## src/rtl/dscd_pkg.sv

```systemverilog
package dscd_pkg;
   // Frame layout
   localparam int FRAME_BITS = 16;
   localparam int PAYLOAD_BITS = 12;
   localparam int RW_POS = 15;
   localparam int SEL_MSB = 14;
   localparam int SEL_LSB = 12;
   // Rising edges seen before readback drive begins (drive on the fifth)
   localparam logic [4:0] READ_START_COUNT = 5'h04;
   localparam logic [4:0] FRAME_COUNT = 5'h10;
   // Register select codes
   localparam logic [2:0] SEL_NOP = 3'h0;
   localparam logic [2:0] SEL_DAC_INPUT = 3'h1;
   localparam logic [2:0] SEL_CONTROL = 3'h7;
   // Control field positions
   localparam int CTRL_THERMAL_POS = 0;
   localparam int CTRL_POWER_POS = 2;
   localparam int CTRL_FLOAT_POS = 6;
   // Reset values
   localparam logic CTRL_POWER_RST = 1'b0;
   localparam logic CTRL_FLOAT_RST = 1'b1;
   localparam logic [11:0] DAC_INPUT_RST = 12'h000;

   typedef enum logic [1:0] {
      DSCD_IDLE = 2'b00,
      DSCD_SHIFT = 2'b01,
      DSCD_DONE = 2'b10
   } dscd_state_t;
endpackage

```

## src/rtl/dscd_pin_if.sv

```systemverilog
`timescale 1ns/1ps
interface dscd_pin_if;
   logic sclk_rise;
   logic sclk_fall;
   logic frame_start;
   logic frame_active;
   logic sdi;
   logic over_temp;
   modport src (output sclk_rise, output sclk_fall, output frame_start, output frame_active,
      output sdi, output over_temp);
   modport dst (input sclk_rise, input sclk_fall, input frame_start, input frame_active,
      input sdi, input over_temp);
endinterface

```

## src/rtl/dscd_pin_sync.sv

```systemverilog
`timescale 1ns/1ps
module dscd_pin_sync
   import dscd_pkg::*;
(
   input wire logic sys_clk_i,
   input wire logic srst_i,
   input wire logic sclk_i,
   input wire logic sync_n_i,
   input wire logic sdi_i,
   input wire logic over_temp_i,
   dscd_pin_if.src pins
);
   logic [3:0] stage1;
   logic [3:0] stage2;
   logic sclk_prev;
   logic sync_n_prev;
   logic [3:0] next_stage1;
   logic [3:0] next_stage2;
   logic next_sclk_prev;
   logic next_sync_n_prev;

   // Two-flop synchronisers, then edge history
   always_comb begin
      next_stage1 = {over_temp_i, sdi_i, sync_n_i, sclk_i};
      next_stage2 = stage1;
      next_sclk_prev = stage2[0];
      next_sync_n_prev = stage2[1];
   end

   always_ff @(posedge sys_clk_i) begin
      if (srst_i) begin
         stage1 <= 4'h2;
         stage2 <= 4'h2;
         sclk_prev <= 1'b0;
         sync_n_prev <= 1'b1;
      end else begin
         stage1 <= next_stage1;
         stage2 <= next_stage2;
         sclk_prev <= next_sclk_prev;
         sync_n_prev <= next_sync_n_prev;
      end
   end

   // Edge strobes from the second stage only
   assign pins.sclk_rise = stage2[0] & ~sclk_prev;
   assign pins.sclk_fall = ~stage2[0] & sclk_prev;
   assign pins.frame_start = ~stage2[1] & sync_n_prev;
   assign pins.frame_active = ~stage2[1];
   assign pins.sdi = stage2[2];
   assign pins.over_temp = stage2[3];
endmodule

```

## src/rtl/dscd_top.sv

```systemverilog
`timescale 1ns/1ps
module dscd_top
   import dscd_pkg::*;
(
   input wire logic sys_clk_i,
   input wire logic srst_i,
   input wire logic sclk_i,
   input wire logic sync_n_i,
   input wire logic sdi_i,
   input wire logic over_temp_i,
   output logic sdo_o,
   output logic sdo_oe_o,
   output logic alarm_n_o,
   output logic [11:0] dac_input_value_o,
   output logic dac_input_write_o,
   output logic channel_power_up_o,
   output logic output_float_o,
   output logic analog_ground_load_o
);
   // Synchronised pin strobes shared with the pin stage
   dscd_pin_if pins ();

   dscd_pin_sync u_sync (
      .sys_clk_i(sys_clk_i),
      .srst_i(srst_i),
      .sclk_i(sclk_i),
      .sync_n_i(sync_n_i),
      .sdi_i(sdi_i),
      .over_temp_i(over_temp_i),
      .pins(pins)
   );

   // Frame sequencer state and serial shifters
   dscd_state_t state;
   dscd_state_t next_state;
   logic [15:0] frame_sh;
   logic [15:0] next_frame_sh;
   logic [4:0] edge_cnt;
   logic [4:0] next_edge_cnt;
   logic [11:0] out_sh;
   logic [11:0] next_out_sh;
   logic next_sdo;
   logic next_sdo_oe;

   // Control register bits and write strobe
   logic thermal_shutdown_flag;
   logic next_thermal;
   logic channel_power_up;
   logic next_power;
   logic powered_down_output_float;
   logic next_float;
   logic [11:0] next_dac_value;
   logic next_dac_write;

   // Readback and execution decode
   logic [11:0] read_data;
   logic execute;
   logic [2:0] exec_sel;
   logic channel_live;

   // Selected register image for readback
   function automatic logic [11:0] readback(input logic [2:0] sel, input logic [11:0] dac,
         input logic therm, input logic pwr, input logic flt);
      logic [11:0] ctrl;
      ctrl = 12'h000;
      ctrl[CTRL_THERMAL_POS] = therm;
      ctrl[CTRL_POWER_POS] = pwr;
      ctrl[CTRL_FLOAT_POS] = flt;
      case (sel)
         SEL_DAC_INPUT: readback = dac;
         SEL_CONTROL: readback = ctrl;
         default: readback = 12'h000;
      endcase
   endfunction

   // Edge counter comparison against a frame landmark
   function automatic logic count_reached(input logic [4:0] cnt, input logic [4:0] mark);
      count_reached = (cnt == mark);
   endfunction

   // Readback image and execute strobe
   assign read_data = readback(frame_sh[2:0], dac_input_value_o, thermal_shutdown_flag,
      channel_power_up, powered_down_output_float);
   assign execute = (state == DSCD_SHIFT) && pins.sclk_fall && count_reached(edge_cnt, FRAME_COUNT);
   assign exec_sel = frame_sh[SEL_MSB:SEL_LSB];

   // Frame sequencer and serial shifters
   always_comb begin
      next_state = state;
      next_frame_sh = frame_sh;
      next_edge_cnt = edge_cnt;
      next_out_sh = out_sh;
      next_sdo = sdo_o;
      next_sdo_oe = sdo_oe_o;
      case (state)
         DSCD_IDLE: begin
            next_sdo_oe = 1'b0;
            if (pins.frame_start) begin
               next_state = DSCD_SHIFT;
               next_edge_cnt = 5'h00;
            end
         end
         DSCD_SHIFT: begin
            if (!pins.frame_active) begin
               next_state = DSCD_IDLE;
               next_sdo_oe = 1'b0;
            end else if (pins.sclk_rise && !count_reached(edge_cnt, FRAME_COUNT)) begin
               next_frame_sh = {frame_sh[14:0], pins.sdi};
               next_edge_cnt = edge_cnt + 5'h01;
               if (count_reached(edge_cnt, READ_START_COUNT) && frame_sh[3]) begin
                  next_sdo_oe = 1'b1;
                  next_sdo = read_data[11];
                  next_out_sh = {read_data[10:0], 1'b0};
               end else if (sdo_oe_o) begin
                  next_sdo = out_sh[11];
                  next_out_sh = {out_sh[10:0], 1'b0};
               end
            end else if (execute) begin
               next_state = DSCD_DONE;
               next_sdo_oe = 1'b0;
            end
         end
         DSCD_DONE: begin
            next_sdo_oe = 1'b0;
            if (!pins.frame_active) begin
               next_state = DSCD_IDLE;
            end
         end
         default: begin
            next_state = DSCD_IDLE;
            next_sdo_oe = 1'b0;
         end
      endcase
   end

   always_ff @(posedge sys_clk_i) begin
      if (srst_i) begin
         state <= DSCD_IDLE;
         frame_sh <= 16'h0000;
         edge_cnt <= 5'h00;
         out_sh <= 12'h000;
         sdo_o <= 1'b0;
         sdo_oe_o <= 1'b0;
      end else begin
         state <= next_state;
         frame_sh <= next_frame_sh;
         edge_cnt <= next_edge_cnt;
         out_sh <= next_out_sh;
         sdo_o <= next_sdo;
         sdo_oe_o <= next_sdo_oe;
      end
   end

   // Register writes at frame execution
   always_comb begin
      next_dac_value = dac_input_value_o;
      next_dac_write = 1'b0;
      next_power = channel_power_up;
      next_float = powered_down_output_float;
      next_thermal = thermal_shutdown_flag;
      if (execute && !frame_sh[RW_POS]) begin
         case (exec_sel)
            SEL_DAC_INPUT: begin
               next_dac_value = frame_sh[11:0];
               next_dac_write = 1'b1;
            end
            SEL_CONTROL: begin
               next_power = frame_sh[CTRL_POWER_POS];
               next_float = frame_sh[CTRL_FLOAT_POS];
               if (!frame_sh[CTRL_THERMAL_POS]) begin
                  next_thermal = 1'b0;
               end
            end
            default: begin
               next_dac_write = 1'b0;
            end
         endcase
      end
      // Over-temperature sets the flag and wins over a clearing write
      if (pins.over_temp) begin
         next_thermal = 1'b1;
      end
   end

   always_ff @(posedge sys_clk_i) begin
      if (srst_i) begin
         dac_input_value_o <= DAC_INPUT_RST;
         dac_input_write_o <= 1'b0;
         channel_power_up <= CTRL_POWER_RST;
         powered_down_output_float <= CTRL_FLOAT_RST;
         thermal_shutdown_flag <= 1'b0;
      end else begin
         dac_input_value_o <= next_dac_value;
         dac_input_write_o <= next_dac_write;
         channel_power_up <= next_power;
         powered_down_output_float <= next_float;
         thermal_shutdown_flag <= next_thermal;
      end
   end

   // Output stage control; shutdown acts as a power-down
   assign channel_live = channel_power_up & ~thermal_shutdown_flag;
   assign alarm_n_o = ~thermal_shutdown_flag;
   assign channel_power_up_o = channel_live;
   assign output_float_o = ~channel_live & powered_down_output_float;
   assign analog_ground_load_o = ~channel_live & ~powered_down_output_float;
endmodule

```

## config.mk

```make
export PLATFORM = sky130hd
export DESIGN_NAME = dscd_top
export DESIGN_NICKNAME = d
export VERILOG_FILES = /design/src/rtl/dscd_pkg.sv /design/src/rtl/dscd_pin_if.sv /design/src/rtl/dscd_pin_sync.sv /design/src/rtl/dscd_top.sv
export SDC_FILE = /design/constraint.sdc
export NUM_CORES = 1
export LEC_CHECK = 0
export BUFFER_PORTS_ARGS = -buffer_cell sky130_fd_sc_hd__buf_2
export CAP_MARGIN = 5
export CORE_ASPECT_RATIO = 0.6
export CORE_MARGIN = 4
export CORE_UTILIZATION = 32
export CTS_BUF_LIST = sky130_fd_sc_hd__clkbuf_2 sky130_fd_sc_hd__clkbuf_4 sky130_fd_sc_hd__clkbuf_8
export CTS_CLUSTER_DIAMETER = 100
export DETAILED_ROUTE_END_ITERATION = 8
export GPL_TIMING_DRIVEN = 0
export SYNTH_ARGS = -nofsm -noshare
export SYNTH_HDL_FRONTEND = slang
export SYNTH_SLANG_ARGS = --single-unit
```

## constraint.sdc

```tcl
create_clock -name sys_clk_i -period 2.9 [get_ports sys_clk_i]
set_input_delay 0.435 -clock sys_clk_i [delete_from_list [all_inputs] [get_ports sys_clk_i]]
set_output_delay 0.435 -clock sys_clk_i [all_outputs]
set_load 0.02 [all_outputs]
```

Word-level counts from Yosys, hierarchy flattened
Cells that the tools add are included.
Storage, ports and cells
  output and inout bits: 19
  register bits: 63
Operators by class
  bitwise logic cells: 14
  eq/ne operators: 16
  add/subtract/negate cells: 1
  muxes and demuxes: 23
  reduce and logical (&&, ||, !) cells: 23
Operators by type and width (number)
  $mux 12: 2
  $pmux 12 s2: 1
  $mux 5: 3
  $reduce_and 4->1: 3
  $mux 1: 10
  $mux 2: 5
  $pmux 5 s2: 1
  $reduce_bool 2->1: 5
  $ne 2x1->1 const B: 4
  $not 1->1: 8
  $and 1x1->1: 6
  $eq 3x1->1 const B: 2
  $eq 3x3->1 const B: 2
  $ne 3x2->1 const B: 2
  $pmux 2 s3: 1
  $reduce_and 2->1: 3
  $reduce_and 3->1: 2
  $add 5x1->5 const B: 1
  $eq 5x3->1 const B: 1
  $eq 5x5->1 const B: 1
  $logic_and 1x1->1: 5
  $ne 2x2->1 const B: 2
  $reduce_or 3->1: 1
  $eq 2x1->1 const B: 1
  other kinds (4): 5

Logic depth before layout (Yosys ltp)
  depth in word-level cells: 8
  depth in mapped cells: 9
  depth with buffers taken out: 6

By module
A second synthesis with hierarchy kept.
Unflattened totals
  cells, all modules: 285
  area, all modules: 2541.2 um2
Modules (own cells, without submodules)
  dscd_top: area each 2255.9 um2, cells each 261, instances 1
  dscd_pin_sync: area each 285.3 um2, cells each 24, instances 1

Worst setup path before layout
Ideal clock, no wire load.
  path kind: register -> register
  from: register edge_cnt[0]
  to: register out_sh[10]
  arrival time: 1.862 ns
  setup slack: 0.905 ns
  data required time: 2.767 ns
  stages on the path, launching flop included: 10
  library setup time: 0.133 ns
  cells stage by stage: dfxtp_1 -> inv_1 -> ha_1 -> nor4bb_1 -> buf_4 -> or4_4 -> buf_6 -> nor2_4 -> buf_6 -> a311oi_1
Between the ends
  longest elaborated chain between the ends: 4
Ends and longest elaborated chain
  start, declared: line dscd_top.sv:38  | logic [4:0] edge_cnt;
  start signal, assigned: line dscd_top.sv:147  | edge_cnt <= next_edge_cnt;
  $eq 5x3->1 or $eq 5x5->1 (tied branches): line dscd_top.sv:78  | count_reached = (cnt == mark);
  $logic_and 1x1->1 or $logic_not 1->1 (tied branches): line dscd_top.sv:110, dscd_top.sv:107
  $reduce_bool 2->1 (no source line) or $logic_and 1x1->1 (tied branches)
  $reduce_and 4->1 (no source line)
  end signal, assigned: line dscd_top.sv:148  | out_sh <= next_out_sh;
  end, declared: line dscd_top.sv:40  | logic [11:0] out_sh;
Several ways; a longest one is shown, not always the timed one.
A chain may end at the register's enable or synchronous reset.

Final worst setup path
  from: register edge_cnt[0]
  to: register frame_sh[8]
Between the ends
  longest elaborated chain between the ends: 4
Ends and longest elaborated chain
  $eq 5x5->1: line dscd_top.sv:78
  $logic_not 1->1: line dscd_top.sv:107  | end else if (pins.sclk_rise && !count_reached(edge_cnt, FRAME_COUNT)) begin
  $logic_and 1x1->1: line dscd_top.sv:107
  $reduce_and 3->1 (no source line)
  end signal, assigned: line dscd_top.sv:146  | frame_sh <= next_frame_sh;
  end, declared: line dscd_top.sv:36  | logic [15:0] frame_sh;
No other way between the ends.

==> summary.md <==
| Metric | Value |
|---|---|
| Routed length per instance | 13.9 µm |
| TNS Setup | 0 ns |
| CP required | 3.17 ns |
| Setup crit end kind | register |
| RSZ-0062 raised after global routing | false |
| Commonest cells after routing, fill and taps aside | dfxtp_1, nand2_1, a21oi_1, buf_2, nor2_1 |
| HP Class | in -> reg |
| WL final | 5.89 mm |
| H-tree depth | 3 |
| Slew HR | 0.514 |
| Setup WS pre-CTS | 0.670 ns |
| Worst-Skew Late Latency | 0.34 ns |
| Seq cells post-synth | 62 |
| Clock period minus worst slack | 2.25 ns |
| Pleak | 1.11 nW |
| Area Growth Syn to Fin | 17.8% |
| Boundary Pins | 25 |
| Cells after Synth | 281 |
| Final worst slack | 0.653 ns |
| Status | completed |
| PortBufs | 23 |
| Row cnt | 24 |
| 1st-iter DRT viols | 172 |
| Most common cell after layout, fill and taps aside | dfxtp_1 |
| Antenna violations before repair | 0 |
| Worst EP arrival | 2.52 ns |
| Hold path startpoint | sync_n_i |
| Startpoint types | register |
| Fin util | 0.399 |
| Pwr/cell area | 561 nW/µm² |
| Mapped cell area | 2520 µm² |
| Yosys warnings | 0 |
| Vias in the first global route | 1,903 |
| Final net count | 323 |
| Routed Antenna Nets | 0 |
| Core area | 7450 µm² |
| Synthesized Nets | 289 |
| First-pass GRT wire length | 9.80 mm |
| Via density per instance | 4.86 |
| Max cap viols | 0 |
| Max Fanout on Critical Path | 10 |
| DRT Pass-1 Iters | 4 |
| RR Startpoint | edge_cnt[0] |
| Yosys cell types | 40 |
| Max Root-Sink Buffers | 2 |
| Kind of critical path | reg -> reg |
| Initial Utilization | 0.339 |
| GRT Residual Overflow | 0 |
| Post-CTS Hold Buffers | 0 |
| R2r setup slk | 0.65 ns |
| # clock sinks | 62 |
| Clock Tree Root | clkbuf_8 |
| Worst Tran Pin Value | 0.728 ns |
| GRT Total Usage | 0.136 |
| Final Wtd Congestion | 0.819 |
| Avg Inst Size Synth | 8.97 µm² |
| Worst r2r path cells | 8 |
| Largest net degree at the start of global routing | 11 |
| Fmax | 445 MHz |
| Min Hold Slack | 0.283 ns |
| Maximum VDD drop | 344 µV |
| Sequential area share after synthesis | 0.492 |
| Clk_skew | 0.00843 ns |
| Crit path from | edge_cnt[0] |
| Die area | 9410 µm² |
| TritonCTS clock tree | done |
| Die Y-Extent | 76.8 µm |
| Vias | 2,054 |
| Hold Vio Cnt, Final | 0 |
| CTS Buf Count | 9 |
| # DRC | 0 |
| ANT cells | 0 |
| Setup repair bufs after CTS | 0 |
| R2R Path End | frame_sh[8] |
| Post-detail-place hpwl | 4.23 mm |
| Clock slew at reported path FFs | 0.07 ns |
| Slew Viols, Final | 0 |
| Final setup violation count | 0 |
| Fraction of layout cells with a size suffix above 1 | 0.172 |
| Post-CTS Resized | 0 |
| Setup crit end | frame_sh[8] |
| Tcrit/Tclk final | 0.775 |
| Die Wd | 123 µm |
## routing by layer
metal	global-route usage	share of wire
met2	0.163	0.38
met3	0.0515	0.053
met1	0.211	0.55
met4	0.0514	0.013
met5	0	0
## cells by family after synthesis
family          count (synthesis)  share of synthesized area
fa+ha+maj                       2                    0.00992
buf+inv                        26                     0.0506
simple gates                  118                      0.240
compound gates                 60                      0.155
flops                          62                      0.492
mux                            13                     0.0516
## cell usage after synthesis, drive strengths merged
cell type   n  share of area
nor2b      12          0.030
o22ai       1         0.0025
ha          2         0.0099
a211o       1         0.0035
nor3b       1         0.0030
dfxtp      62           0.49
nand3      12          0.024
a21oi      32          0.064
a22o        3          0.010
nand4b      1         0.0035
nor2       25          0.040
a311oi     13          0.045
a2111oi     1         0.0035
nand2b      3         0.0074
a21o        1         0.0030
a211oi      3         0.0089
nor3        2         0.0040
o31ai       2         0.0060
nand4bb     1         0.0045
inv         5         0.0074
nand2      46          0.068
or2         3         0.0074
nand3b      1         0.0030
nor4        1         0.0084
o21ai       1         0.0020
and4        1         0.0035
buf         9          0.025
nand4       2         0.0074
nor4bb      1         0.0040
clkbuf     12          0.018
and4bb      2         0.0099
mux2i      13          0.052
and2        3         0.0074
a41oi       2         0.0069
or4         1         0.0045
## worst min path at each step
stage,endpoint,slack (ns),cells after the start
after floorplan,u_sync.stage2[1],0.39,1
after global placement,u_sync.stage2[1],0.39,1
after detailed placement,u_sync.stage2[1],0.40,1
after CTS,u_sync.next_stage2[1],0.26,2
after global routing,u_sync.next_stage2[1],0.27,2
final,u_sync.next_stage2[1],0.28,2
## power breakdown
part           switching, mW  internal (mW)  leakage [nW]
registers            0.00407          0.858         0.501
clock network          0.322          0.448         0.106
logic                 0.0228         0.0109         0.506
total                  0.349           1.32          1.11
## flip-flops by register name, indices dropped and copies added (netlist names)
name / count
out_sh: 11
sdo_oe_o: 1
state: 2
channel_power_up: 1
u_sync.sclk_prev: 1
edge_cnt: 5
thermal_shutdown_flag: 1
sdo_o: 1
u_sync.next_stage2: 4
frame_sh: 16
dac_input_value_o: 12
u_sync.sync_n_prev: 1
dac_input_write_o: 1
u_sync.stage2: 4
powered_down_output_float: 1
## stage by stage
| step | area (µm²) | std cells | total power, mW |
|---|---|---|---|
| after floorplan | 2520 | 281 | 0.903 |
| after global placement | 2770 | 408 | 0.915 |
| after detailed placement | 2770 | 408 | 0.916 |
| after CTS | 2970 | 423 | 1.69 |
| after global routing | 2970 | 423 | 1.73 |
| final | 2970 | 423 | 1.67 |
## worst max-delay path, stage by stage (launching register included)
cell and delay [ns]:
dfxtp_1 0.40, inv_1 0.08, ha_1 0.24, nor4bb_1 0.15
buf_4 0.17, nor4_4 0.46, clkbuf_1 0.43, nand2_1 0.11
a21oi_1 0.13
## cell type report
type | instances | area (µm²)
timing repair buffer | 23 | 115
multi-input combinational | 193 | 1150
clock buffer | 12 | 159
buffer | 21 | 109
clock inverter | 3 | 43.8
tap | 104 | 130
inverter | 5 | 18.8
sequential | 62 | 1240
fill | 769 | 4480
(Power assumes the default switching activity.)
